### src/core/rcoc_defs.vh
// Constants for the reference clock output configuration block
`ifndef RCOC_DEFS_VH
`define RCOC_DEFS_VH
// ------------------------------------------------------------
// Register byte addresses
// ------------------------------------------------------------
`define RCOC_ADR_CFG 4'h0
`define RCOC_ADR_SRCA 4'h4
`define RCOC_ADR_SRCB 4'h8
`define RCOC_ADR_STAT 4'hC
// ------------------------------------------------------------
// Field positions and reset values
// ------------------------------------------------------------
`define RCOC_B_JAB 6
`define RCOC_B_LVL 5
`define RCOC_B_SYB 4
`define RCOC_B_FREE 3
`define RCOC_B_EN 6
`define RCOC_CFG_RST 8'h30
`define RCOC_SRCA_RST 8'h41
`define RCOC_SRCB_RST 8'h41
`define RCOC_LAST_CH 5'h15
`define RCOC_NCH 22
// ------------------------------------------------------------
// Timing: master clock 100 MHz, half periods in cycles
// ------------------------------------------------------------
`define RCOC_CLK_HZ 100000000
`define RCOC_HALF_2M048 24
`define RCOC_HALF_64K 781
`define RCOC_HALF_8K 6250
`define RCOC_LOSS_CYC 16'h0200
`endif

### src/core/rcoc_rate_gen.v
// Rate generator: a free clock divided from the master clock
`timescale 1ns/1ns
module rcoc_rate_gen (
   input wire I_CLK,
   input wire I_NRST,
   input wire i_sync,
   input wire [12:0] i_half,
   output reg o_clk
);
   reg [12:0] cnt_q;
   // ------------------------------------------------------------
   // Divider, restarted by a sync pulse to lock phase
   // ------------------------------------------------------------
   always @(posedge I_CLK or negedge I_NRST) begin
      if (!I_NRST) begin
         cnt_q <= 13'h0000;
         o_clk <= 1'b0;
      end else if (i_sync) begin
         cnt_q <= 13'h0000;
         o_clk <= 1'b1;
      end else if (cnt_q >= i_half - 13'h0001) begin
         cnt_q <= 13'h0000;
         o_clk <= ~o_clk;
      end else begin
         cnt_q <= cnt_q + 13'h0001;
      end
   end
endmodule // rcoc_rate_gen

### src/core/rcoc_top.v
// Reference clock output A/B selection, synthesis and loss handling
//
// Our own choices: the Wishbone slave port and the address map.
`timescale 1ns/1ns
`include "rcoc_defs.vh"
module rcoc_top (
   input wire I_CLK,
   input wire I_NRST,
   input wire [3:0] I_WB_ADR,
   input wire [31:0] I_WB_DAT,
   input wire I_WB_WE,
   input wire [3:0] I_WB_SEL,
   input wire I_WB_CYC,
   input wire I_WB_STB,
   output reg [31:0] O_WB_DAT,
   output reg O_WB_ACK,
   input wire [21:0] I_REC_CLK,
   input wire [21:0] I_REC_CLK_JA,
   input wire I_EXT_CLK_A,
   input wire I_EXT_CLK_B,
   output reg O_REF_A,
   output reg O_REF_A_OE,
   output reg O_REF_B,
   output reg O_REF_B_OE
);
   reg [7:0] cfg_q;
   reg [7:0] srca_q;
   reg [7:0] srcb_q;
   reg [21:0] rec_s1_q, rec_s2_q, ja_s1_q, ja_s2_q;
   reg [1:0] ext_s1_q, ext_s2_q;
   reg [21:0] rec_lost_q, ja_lost_q;
   wire [21:0] rec_sel_v;
   reg sel_a_q, sel_b_q, sel_a_d, sel_b_d;
   reg prev_a_q, prev_b_q;
   reg [15:0] loss_a_q, loss_b_q;
   reg lost_a_q, lost_b_q;
   reg [15:0] ext_cnt_a_q, ext_cnt_b_q;
   reg [2:0] loss_cnt_q;
   wire [7:0] w_mask;
   wire rd, wr;
   wire [2:0] rate;
   wire a_ext, b_ext;
   wire a_edge;
   reg [12:0] half_a;
   wire clk_2m, clk_a_syn, clk_a_free;
   reg out_a_d, out_b_d;

   // ------------------------------------------------------------
   // Wishbone slave, one registered ack per request, in the cycle after it
   // ------------------------------------------------------------
   assign rd = I_WB_CYC & I_WB_STB & ~I_WB_WE & ~O_WB_ACK;
   assign wr = I_WB_CYC & I_WB_STB & I_WB_WE & ~O_WB_ACK & I_WB_SEL[0];
   assign w_mask = I_WB_DAT[7:0];
   always @(posedge I_CLK or negedge I_NRST) begin
      if (!I_NRST) begin
         cfg_q <= `RCOC_CFG_RST;
         srca_q <= `RCOC_SRCA_RST;
         srcb_q <= `RCOC_SRCB_RST;
         O_WB_ACK <= 1'b0;
         O_WB_DAT <= 32'h00000000;
      end else begin
         O_WB_ACK <= I_WB_CYC & I_WB_STB & ~O_WB_ACK;
         if (wr) begin
            if (I_WB_ADR == `RCOC_ADR_CFG) begin
               cfg_q <= {1'b0, w_mask[6:0]};
            end else if (I_WB_ADR == `RCOC_ADR_SRCA) begin
               srca_q <= {1'b0, w_mask[6:0]};
            end else if (I_WB_ADR == `RCOC_ADR_SRCB) begin
               srcb_q <= {1'b0, w_mask[6:0]};
            end
         end
         if (rd) begin
            if (I_WB_ADR == `RCOC_ADR_CFG) begin
               O_WB_DAT <= {24'h000000, cfg_q};
            end else if (I_WB_ADR == `RCOC_ADR_SRCA) begin
               O_WB_DAT <= {24'h000000, srca_q};
            end else if (I_WB_ADR == `RCOC_ADR_SRCB) begin
               O_WB_DAT <= {24'h000000, srcb_q};
            end else if (I_WB_ADR == `RCOC_ADR_STAT) begin
               O_WB_DAT <= {30'h00000000, lost_b_q, lost_a_q};
            end else begin
               O_WB_DAT <= 32'h00000000;
            end
         end
      end
   end

   // ------------------------------------------------------------
   // Pin synchronisers
   // ------------------------------------------------------------
   always @(posedge I_CLK or negedge I_NRST) begin
      if (!I_NRST) begin
         rec_s1_q <= 22'h000000;
         rec_s2_q <= 22'h000000;
         ja_s1_q <= 22'h000000;
         ja_s2_q <= 22'h000000;
         ext_s1_q <= 2'h0;
         ext_s2_q <= 2'h0;
      end else begin
         rec_s1_q <= I_REC_CLK;
         rec_s2_q <= rec_s1_q;
         ja_s1_q <= I_REC_CLK_JA;
         ja_s2_q <= ja_s1_q;
         ext_s1_q <= {I_EXT_CLK_B, I_EXT_CLK_A};
         ext_s2_q <= ext_s1_q;
      end
   end

   // ------------------------------------------------------------
   // Source selection
   // ------------------------------------------------------------
   // Jitter attenuated or raw recovered clock per channel
   genvar g;
   generate
      for (g = 0; g < `RCOC_NCH; g = g + 1) begin : g_ch
         assign rec_sel_v[g] = cfg_q[`RCOC_B_JAB] ? rec_s2_q[g] :
            ja_s2_q[g];
      end
   endgenerate
   assign a_ext = srca_q[4:0] > `RCOC_LAST_CH;
   assign b_ext = srcb_q[4:0] > `RCOC_LAST_CH;
   always @* begin
      sel_a_d = a_ext ? ext_s2_q[0] : rec_sel_v[srca_q[4:0]];
      sel_b_d = b_ext ? ext_s2_q[1] : rec_sel_v[srcb_q[4:0]];
   end
   always @(posedge I_CLK or negedge I_NRST) begin
      if (!I_NRST) begin
         sel_a_q <= 1'b0;
         sel_b_q <= 1'b0;
         prev_a_q <= 1'b0;
         prev_b_q <= 1'b0;
      end else begin
         sel_a_q <= sel_a_d;
         sel_b_q <= sel_b_d;
         prev_a_q <= sel_a_q;
         prev_b_q <= sel_b_q;
      end
   end
   assign a_edge = sel_a_q & ~prev_a_q;

   // ------------------------------------------------------------
   // Loss of clock: no edge for a fixed count of cycles
   // ------------------------------------------------------------
   always @(posedge I_CLK or negedge I_NRST) begin
      if (!I_NRST) begin
         loss_a_q <= 16'h0000;
         loss_b_q <= 16'h0000;
         lost_a_q <= 1'b1;
         lost_b_q <= 1'b1;
      end else begin
         if (sel_a_q != prev_a_q) begin
            loss_a_q <= 16'h0000;
            lost_a_q <= 1'b0;
         end else if (loss_a_q >= `RCOC_LOSS_CYC) begin
            lost_a_q <= 1'b1;
         end else begin
            loss_a_q <= loss_a_q + 16'h0001;
         end
         if (sel_b_q != prev_b_q) begin
            loss_b_q <= 16'h0000;
            lost_b_q <= 1'b0;
         end else if (loss_b_q >= `RCOC_LOSS_CYC) begin
            lost_b_q <= 1'b1;
         end else begin
            loss_b_q <= loss_b_q + 16'h0001;
         end
      end
   end

   // ------------------------------------------------------------
   // Rate decode and generators
   // ------------------------------------------------------------
   assign rate = cfg_q[2:0];
   always @* begin
      case (rate)
         3'h0: half_a = 13'd`RCOC_HALF_2M048;
         3'h1: half_a = 13'd`RCOC_HALF_8K;
         3'h2: half_a = 13'd`RCOC_HALF_64K;
         default: half_a = 13'd`RCOC_HALF_2M048;
      endcase
   end
   // Locked: restarted on each source rising edge when rate is not 0
   rcoc_rate_gen u_syn (
      .I_CLK(I_CLK),
      .I_NRST(I_NRST),
      .i_sync(a_edge & (rate != 3'h0)),
      .i_half(half_a),
      .o_clk(clk_a_syn)
   );
   rcoc_rate_gen u_free (
      .I_CLK(I_CLK),
      .I_NRST(I_NRST),
      .i_sync(1'b0),
      .i_half(half_a),
      .o_clk(clk_a_free)
   );
   rcoc_rate_gen u_b (
      .I_CLK(I_CLK),
      .I_NRST(I_NRST),
      .i_sync(1'b0),
      .i_half(13'd`RCOC_HALF_2M048),
      .o_clk(clk_2m)
   );

   // ------------------------------------------------------------
   // Output A and B selection
   // ------------------------------------------------------------
   always @* begin
      if (cfg_q[`RCOC_B_SYB]) begin
         // Bypass: source passes straight through unless a recovered source is lost
         out_a_d = sel_a_q;
         if (lost_a_q && !a_ext) begin
            out_a_d = cfg_q[`RCOC_B_LVL] ? 1'b1 : clk_a_free;
         end
      end else if (cfg_q[`RCOC_B_FREE]) begin
         out_a_d = clk_a_free;
      end else if (lost_a_q) begin
         out_a_d = 1'b1;
      end else begin
         out_a_d = (rate == 3'h0) ? sel_a_q : clk_a_syn;
      end
      if (lost_b_q) begin
         out_b_d = cfg_q[`RCOC_B_LVL] ? 1'b1 : clk_2m;
      end else begin
         out_b_d = sel_b_q;
      end
   end
   always @(posedge I_CLK or negedge I_NRST) begin
      if (!I_NRST) begin
         O_REF_A <= 1'b1;
         O_REF_B <= 1'b1;
         O_REF_A_OE <= 1'b0;
         O_REF_B_OE <= 1'b0;
      end else begin
         O_REF_A <= out_a_d;
         O_REF_B <= out_b_d;
         O_REF_A_OE <= srca_q[`RCOC_B_EN];
         O_REF_B_OE <= srcb_q[`RCOC_B_EN];
      end
   end
endmodule // rcoc_top

### config.mk
export PLATFORM = sky130hd
export DESIGN_NAME = rcoc_top
export DESIGN_NICKNAME = d
export VERILOG_FILES = /design/src/core/rcoc_rate_gen.v /design/src/core/rcoc_top.v
export VERILOG_INCLUDE_DIRS = /design/src /design/src/core
export SDC_FILE = /design/constraint.sdc
export NUM_CORES = 1
export LEC_CHECK = 0
export BUFFER_PORTS_ARGS = -buffer_cell sky130_fd_sc_hd__buf_2
export CORE_ASPECT_RATIO = 1.1
export CORE_MARGIN = 1
export CORE_UTILIZATION = 45
export CTS_BUF_LIST = sky130_fd_sc_hd__clkbuf_4
export DETAILED_ROUTE_END_ITERATION = 7
export HOLD_SLACK_MARGIN = 0.1
export PLACE_DENSITY = 0.65
export SYNTH_ARGS = -nofsm -noshare
export SYNTH_HDL_FRONTEND = slang
export SYNTH_SLANG_ARGS = --single-unit
### constraint.sdc
create_clock -name I_CLK -period 2.8 [get_ports I_CLK]
set_input_delay 0.42 -clock I_CLK [delete_from_list [all_inputs] [get_ports I_CLK]]
set_output_delay 0.42 -clock I_CLK [all_outputs]
set_load 0.02 [all_outputs]
==> results of run 1 <==
critical path, stage by stage (launching register included):
cell and delay (ns):
dfrtp_1 0.40, nor2_1 0.08, and2_1 0.14, buf_4 0.13, clkinvlp_4 0.14, ha_1 0.32, a211o_1 0.26, a21oi_1 0.15
nor2_1 0.06, a211oi_1 0.29, buf_4 0.18, nand3_1 0.07, buf_4 0.20, nor2_1 0.12
state kept, by name (all words and copies together), names as in the netlist, 13 cells and up:
name	count
rec_s1_q	22
u_b.cnt_q	13
u_free.cnt_q	13
loss_a_q	16
u_syn.cnt_q	13
loss_b_q	16
rec_s2_q	22
ja_s1_q	22
ja_s2_q	22
cell type report:
cell class                 instances  area [um2]  area share
antenna                            1       2.502   0.0002380
clock buffer                      71       533.0     0.05070
clock inverter                    17       122.6     0.01166
inverter                          23       90.09    0.008569
multi-input combinational        430        3168      0.3014
sequential                       205        5142      0.4892
tap                              243       304.0     0.02892
timing repair buffer             153        1150      0.1094
worst max path at each step:
stage,depth (start not counted),from,endpoint
after floorplan,14,cfg_q[1]$_DFFE_PN0P_,u_free.cnt_q[10]$_DFF_PN0_
after global placement,13,cfg_q[2]$_DFFE_PN0P_,u_free.o_clk$_DFFE_PN0N_
after detailed placement,13,cfg_q[2]$_DFFE_PN0P_,u_free.o_clk$_DFFE_PN0N_
after CTS,13,cfg_q[0]$_DFFE_PN0P_,u_syn.cnt_q[11]$_DFF_PN0_
after global routing,12,cfg_q[0]$_DFFE_PN0P_,u_free.o_clk$_DFFE_PN0N_
final,13,cfg_q[2]$_DFFE_PN0P_,u_syn.cnt_q[11]$_DFF_PN0_
routing by layer:
metal	wire [um]	part of all wire	vias to the layer above
met5	0	0	-
met4	283	0.018	0
met3	769	0.049	29
met2	8134	0.52	133
met1	6574	0.42	2682
li1	-	-	2668
placed cells by master, fill, tap and decap left out, drive strengths merged, types with 3 or more instances in the layout:
cell and instances:
a2111oi 4, a211oi 3, a21boi 3, a21oi 21, a31oi 3, and2 22
and3 8, buf 96, clkbuf 72, clkinv 15, conb 33, dfrtp 195
dfstp 10, dlygate4sd3 56, ha 32, inv 22, mux2 22, mux2i 17
mux4 18, nand2 32, nand2b 4, nand3 21, nand4 13, nand4b 3
nor2 71, nor2b 7, nor3 7, nor4 4, o21ai 18, or3 5
xnor2 18, xor2 24
power by group:
part | switching, W | internal, W | leakage (nW)
clock network | 0.00114 | 0.00135 | 0.383
registers | 0.000251 | 0.00323 | 2.55
logic | 0.000647 | 0.000570 | 2.04
total | 0.00204 | 0.00515 | 4.97
what timing repair did:
| action | 4_1_cts | 5_1_grt |
|---|---|---|
| resized for setup | 0 | 3 |
| endpoints found under the setup margin | 0 | 28 |
| setup buffers | 0 | 3 |
| endpoints found under the hold margin | 135 | 0 |
| hold buffers | 56 | 0 |
cells by family after synthesis:
| group | after synthesis | synth area share |
|---|---|---|
| multiplexers | 57 | 0.09648 |
| AO/OA/AOI/OAI | 63 | 0.04501 |
| flip-flops | 205 | 0.6026 |
| adder cells (fa/ha/maj) | 32 | 0.04692 |
| AND/OR/NAND/NOR | 203 | 0.1243 |
| buffers and inverters | 64 | 0.04106 |
| XOR/XNOR | 42 | 0.04311 |
| other | 1 | 0.0004395 |
metrics by stage:
stage	instance area [um2]	utilization
2_1_floorplan	8653	-
3_3_place_gp	9260	0.5012
3_5_place_dp	9260	0.5012
4_1_cts	10480	0.5670
5_1_grt	10510	0.5689
6_report	10510	0.5689
==> flow_metrics.env, run 1 <==
export IMPL_max_freq_mhz=382.0
export IMPL_ys_flop_type="dfrtp_1"
export IMPL_num_io_pins=128
export IMPL_wire_per_inst_um=13.79
export IMPL_antenna_found_initial=1
export IMPL_leakage_nw=4.969
export IMPL_coreArea_mm2=0.01848
export IMPL_busiest_layer="met2"
export IMPL_use_met3=0.04722
export IMPL_final_cells=1143
export IMPL_route_detailed_drc=0
export IMPL_rrSetupSlack_ns=0.18
export IMPL_power_density_mw_per_mm2=683.9
export IMPL_worstHoldStart="I_WB_ADR[0]"
export IMPL_cts_root_buf="clkbuf_4"
export IMPL_async_reset_ff_frac=1.000
export IMPL_min_period_over_period=0.9350
export IMPL_critPathRequiredTime_ns=3.35
export IMPL_viasPerCell=4.822
export IMPL_grt_max_degree=76
export IMPL_yosysMostFrequentCell="dfrtp_1"
export IMPL_synth_cells=667
export IMPL_cp_end_kind="flip-flop"
export IMPL_synth_area_per_cell_um2=12.79
export IMPL_outcome="completed"
export IMPL_fillCellCount=1533
export IMPL_worst_ir_drop_vdd_uv=415.8
export IMPL_drt_antenna_violating_nets=0
export IMPL_synth_warnings=0
export IMPL_yosys_top_cells_count="195 x dfrtp_1, 71 x nor2_1, 32 x ha_1, 32 x nand2_1, 27 x buf_4"
export IMPL_yosysTopAreaCell="dfrtp_1"
export IMPL_die_h_um=146.4
export IMPL_finalSetupViolCount=0
export IMPL_cp_arrival_ns=3.16
export IMPL_syn_area_mm2=0.008533
export IMPL_nNetsFinal=986
export IMPL_clk_pin_slew_ns=0.06
export IMPL_hold_violations=0
export IMPL_seq_area_frac_synth=0.6026
export IMPL_ys_ff_latch=205
export IMPL_crit_type="reg -> reg"
export IMPL_dp_hpwl_mm=10.51
export IMPL_numPortBuffers=74
export IMPL_dieArea_mm2=0.01952
export IMPL_gp_congestion=0.7783
export IMPL_skew_ns=0.04012
export IMPL_drv_slew=0
export IMPL_yosysTopAreaCellShare=0.5718
export IMPL_num_rows=52
export IMPL_h_tree_depth=2
export IMPL_r2r_end="u_syn.cnt_q[11]$_DFF_PN0_"
export IMPL_holdPathEnd="O_WB_DAT[1]$_DFFE_PN0P_"
export IMPL_num_vias=5512
export IMPL_rsz0062_at_grt="false"
export IMPL_first_global_vias=5909
export IMPL_synth_area_leaders="dfrtp_1 57%, mux4_2 4.8%, ha_1 4.7%, nor2_1 3.1%, dfstp_2 3.1%"
export IMPL_slew_headroom=0.4560
export IMPL_finalCriticalPeriod_ns=2.618
export IMPL_drtIter0Drc=214
export IMPL_grt_pass1_wl_mm=26.99
export IMPL_post_place_ws_ns=0.1542
export IMPL_cts_sink_count=205
export IMPL_tightestPinTransition_ns=0.8132
export IMPL_initial_core_util=0.4618
export IMPL_synth_cell_types=50
export IMPL_clk_latency_ns=0.65
export IMPL_drive_gt1_frac=0.2592
export IMPL_rr_worst_depth=13
export IMPL_cts_buffers=50
export IMPL_syn_to_final_growth_pct=23.20
export IMPL_tns_ns=0
export IMPL_hold_class="in -> reg"
export IMPL_synth_edff_count=0
export IMPL_grt_usage=0.1717
export IMPL_dr_pass1_iters=5
export IMPL_gr_usage_met2=0.2961
export IMPL_cp_start_kind="flip-flop"
export IMPL_timing_rr_start="cfg_q[2]$_DFFE_PN0P_"
export IMPL_holdPathStages=3
export IMPL_die_w_um=133.3
export IMPL_power_w=0.007190
export IMPL_overflow=0
export IMPL_cts_tree="yes"
export IMPL_routed_wl_mm=15.76
export IMPL_met1_usage=0.2039
export IMPL_whs_ns=0.1758
export IMPL_drv_cap=0
export IMPL_fin_ws_ns=0.1821
export IMPL_dpl_cell_count=995
export IMPL_cts_buffer_depth=3
export IMPL_path_max_fanout=13
Note: power is estimated with default switching activity, not from simulation.
==> run 2: changes to the inputs <==
REMOVE_ABC_BUFFERS = 1   (was default)
==> run 2 against run 1 <==
Clock skew is 0.011 ns lower. Clock power fell by 4%. Wire length up 4.8%. Total power shrank 0.76%. Worst setup slack better by 0.029 ns. Design area about the same. Cell count rose by 0.35%. Global-route usage increased by 1.0 points. Combinational power grew 4%. Largest cell class unchanged. Largest power group unchanged.
==> flow_metrics.env, run 2 (synthesized netlist as in run 1, its figures left out) <==
export IMPL_syn_to_final_growth_pct=23.26
export IMPL_die_w_um=133.3
export IMPL_finalSetupViolCount=0
export IMPL_hold_class="in -> reg"
export IMPL_seq_power_share=0.488
export IMPL_initial_core_util=0.4618
export IMPL_drv_cap=0
export IMPL_switching_share=0.2874
export IMPL_gp_congestion=0.8485
export IMPL_startpoint="cfg_q[2]$_DFFE_PN0P_"
export IMPL_crit_type="reg -> reg"
export IMPL_antenna_found_initial=2
export IMPL_leakage_nw=4.970
export IMPL_final_cells=1147
export IMPL_first_global_vias=6031
export IMPL_pwr_share_clk=0.335
export IMPL_overflow=0
export IMPL_nNetsFinal=987
export IMPL_rrSetupSlack_ns=0.21
export IMPL_dpl_cell_count=997
export IMPL_wire_per_inst_um=14.40
export IMPL_worst_ir_drop_vdd_uv=471.7
export IMPL_slew_headroom=0.4880
export IMPL_timing_rr_start="cfg_q[2]$_DFFE_PN0P_"
export IMPL_max_freq_mhz=386.3
export IMPL_num_vias=5600
export IMPL_clk_latency_ns=0.63
export IMPL_cts_tree="yes"
export IMPL_path_max_fanout=5
export IMPL_cp_start_kind="flip-flop"
export IMPL_internal_power_w=0.005084
export IMPL_placed_area_mm2=0.009263
export IMPL_min_period_over_period=0.9245
export IMPL_rr_worst_depth=13
export IMPL_dieArea_mm2=0.01952
export IMPL_clk_pin_slew_ns=0.07
export IMPL_skew_ns=0.02914
export IMPL_route_detailed_drc=0
export IMPL_dp_hpwl_mm=11.07
export IMPL_p_comb_frac=0.178
export IMPL_r2r_end="u_free.o_clk$_DFFE_PN0N_"
export IMPL_cp_endpoint="u_free.o_clk$_DFFE_PN0N_"
export IMPL_num_rows=52
export IMPL_crit_slowest_cell="dfrtp_2"
export IMPL_cts_sink_count=205
export IMPL_drv_slew=0
export IMPL_h_tree_depth=2
export IMPL_cts_buffers=50
export IMPL_rsz0062_at_grt="false"
export IMPL_finalCriticalPeriod_ns=2.589
export IMPL_viasPerCell=4.882
export IMPL_cp_end_kind="flip-flop"
export IMPL_power_density_mw_per_mm2=678.4
export IMPL_numPortBuffers=74
export IMPL_drtIter0Drc=282
export IMPL_die_h_um=146.4
export IMPL_routed_wl_mm=16.52
export IMPL_critPathRequiredTime_ns=3.34
export IMPL_fin_area_mm2=0.01052
export IMPL_final_common_cell="dfrtp_1"
export IMPL_dr_pass1_iters=4
export IMPL_final_cell_mix="194 x dfrtp_1, 77 x clkbuf_4, 74 x buf_2"
export IMPL_cts_root_buf="clkbuf_4"
export IMPL_grt_max_degree=73
export IMPL_num_io_pins=128
export IMPL_worstPathCellList="nor2_1, and2_1, buf_4, ha_1, inv_1, ha_1, nor2b_1, o21a_1, o21ai_0, a211o_1, a31oi_4, buf_4, xor2_1"
export IMPL_cp_arrival_ns=3.13
export IMPL_tightestPinTransition_ns=0.7654
export IMPL_outcome="completed"
export IMPL_drive_gt1_frac=0.2672
export IMPL_grt_pass1_wl_mm=28.05
export IMPL_grt_usage=0.1819
export IMPL_drt_antenna_violating_nets=0
export IMPL_coreArea_mm2=0.01848
export IMPL_switchingPower_w=0.002051
export IMPL_hold_violations=0
export IMPL_cts_buffer_depth=3
export IMPL_cpPeakStageDelay_ns=0.40
[run 2: how the worst min path moves through the flow]
stage / slack (ns) / end / cells after the start / from
floorplan: 0.12 / O_REF_A_OE$_DFF_PN0_ / 0 / I_NRST
global placement: 0.33 / rec_s2_q[11]$_DFF_PN0_ / 0 / rec_s1_q[11]$_DFF_PN0_
detailed placement: 0.33 / ja_s2_q[3]$_DFF_PN0_ / 0 / ja_s1_q[3]$_DFF_PN0_
CTS: 0.11 / O_WB_DAT[0]$_DFFE_PN0P_ / 3 / I_WB_ADR[1]
global route: 0.12 / O_WB_DAT[1]$_DFFE_PN0P_ / 3 / I_WB_ADR[0]
finish: 0.16 / O_WB_DAT[0]$_DFFE_PN0P_ / 3 / I_WB_ADR[1]
[run 2: metrics by stage]
| step | total power, W | setup WS, ns | util | hold WS (ns) | setup TNS (ns) |
|---|---|---|---|---|---|
| floorplan | 0.004242 | -0.07409 | - | 0.1244 | -0.5420 |
| global placement | 0.004634 | 0.1267 | 0.5013 | 0.3344 | 0 |
| detailed placement | 0.004711 | 0.1020 | 0.5013 | 0.3347 | 0 |
| CTS | 0.007205 | 0.05696 | 0.5661 | 0.1066 | 0 |
| global route | 0.007622 | 0.004306 | 0.5691 | 0.1221 | 0 |
| finish | 0.007135 | 0.2113 | 0.5692 | 0.1604 | 0 |
[run 2: routing by layer]
layer	part of all wire	GRT usage	vias up
li1	-	-	2672
met4	0.021	0.06932	0
met1	0.39	0.2021	2747
met2	0.54	0.3307	151
met5	0	0	-
met3	0.051	0.04722	30
[run 2: timing repair]
item / 4_1_cts / 5_1_grt
setup buffers: 0 / 1
hold endpoints to repair: 132 / 0
gates resized for setup: 0 / 9
hold buffers: 56 / 0
endpoints found under the setup margin: 0 / 27
[run 2: area by class of cell]
class                   count  area [um2]
fillers                  1558        7960
flip-flops and latches    205        5144
multi-input cells         430        3199
repair buffers            154        1142
clock buffers              77       578.1
well taps                 243       304.0
inverters                  23       86.33
clock inverters            13       58.81
diodes                      2       5.005
[run 2: critical path, delay by kind of cell (launching register included)]
kind	cells	cell delay, ns
and+or+nand+nor	3	0.33
DFF	1	0.40
AOI/OAI and AO/OA	4	0.68
xor gates and xnor gates	1	0.14
buffers and inverters	3	0.37
adders and majority gates	2	0.57
[run 2: power groups by stage]
stage          logic (W)  clock network [W]  registers [W]
3_3_place_gp     0.00111                  0        0.00352
2_1_floorplan   0.000749                  0        0.00349
6_report         0.00127            0.00239        0.00348
5_1_grt          0.00145            0.00266        0.00351
3_5_place_dp     0.00118                  0        0.00353
4_1_cts          0.00125            0.00248        0.00348
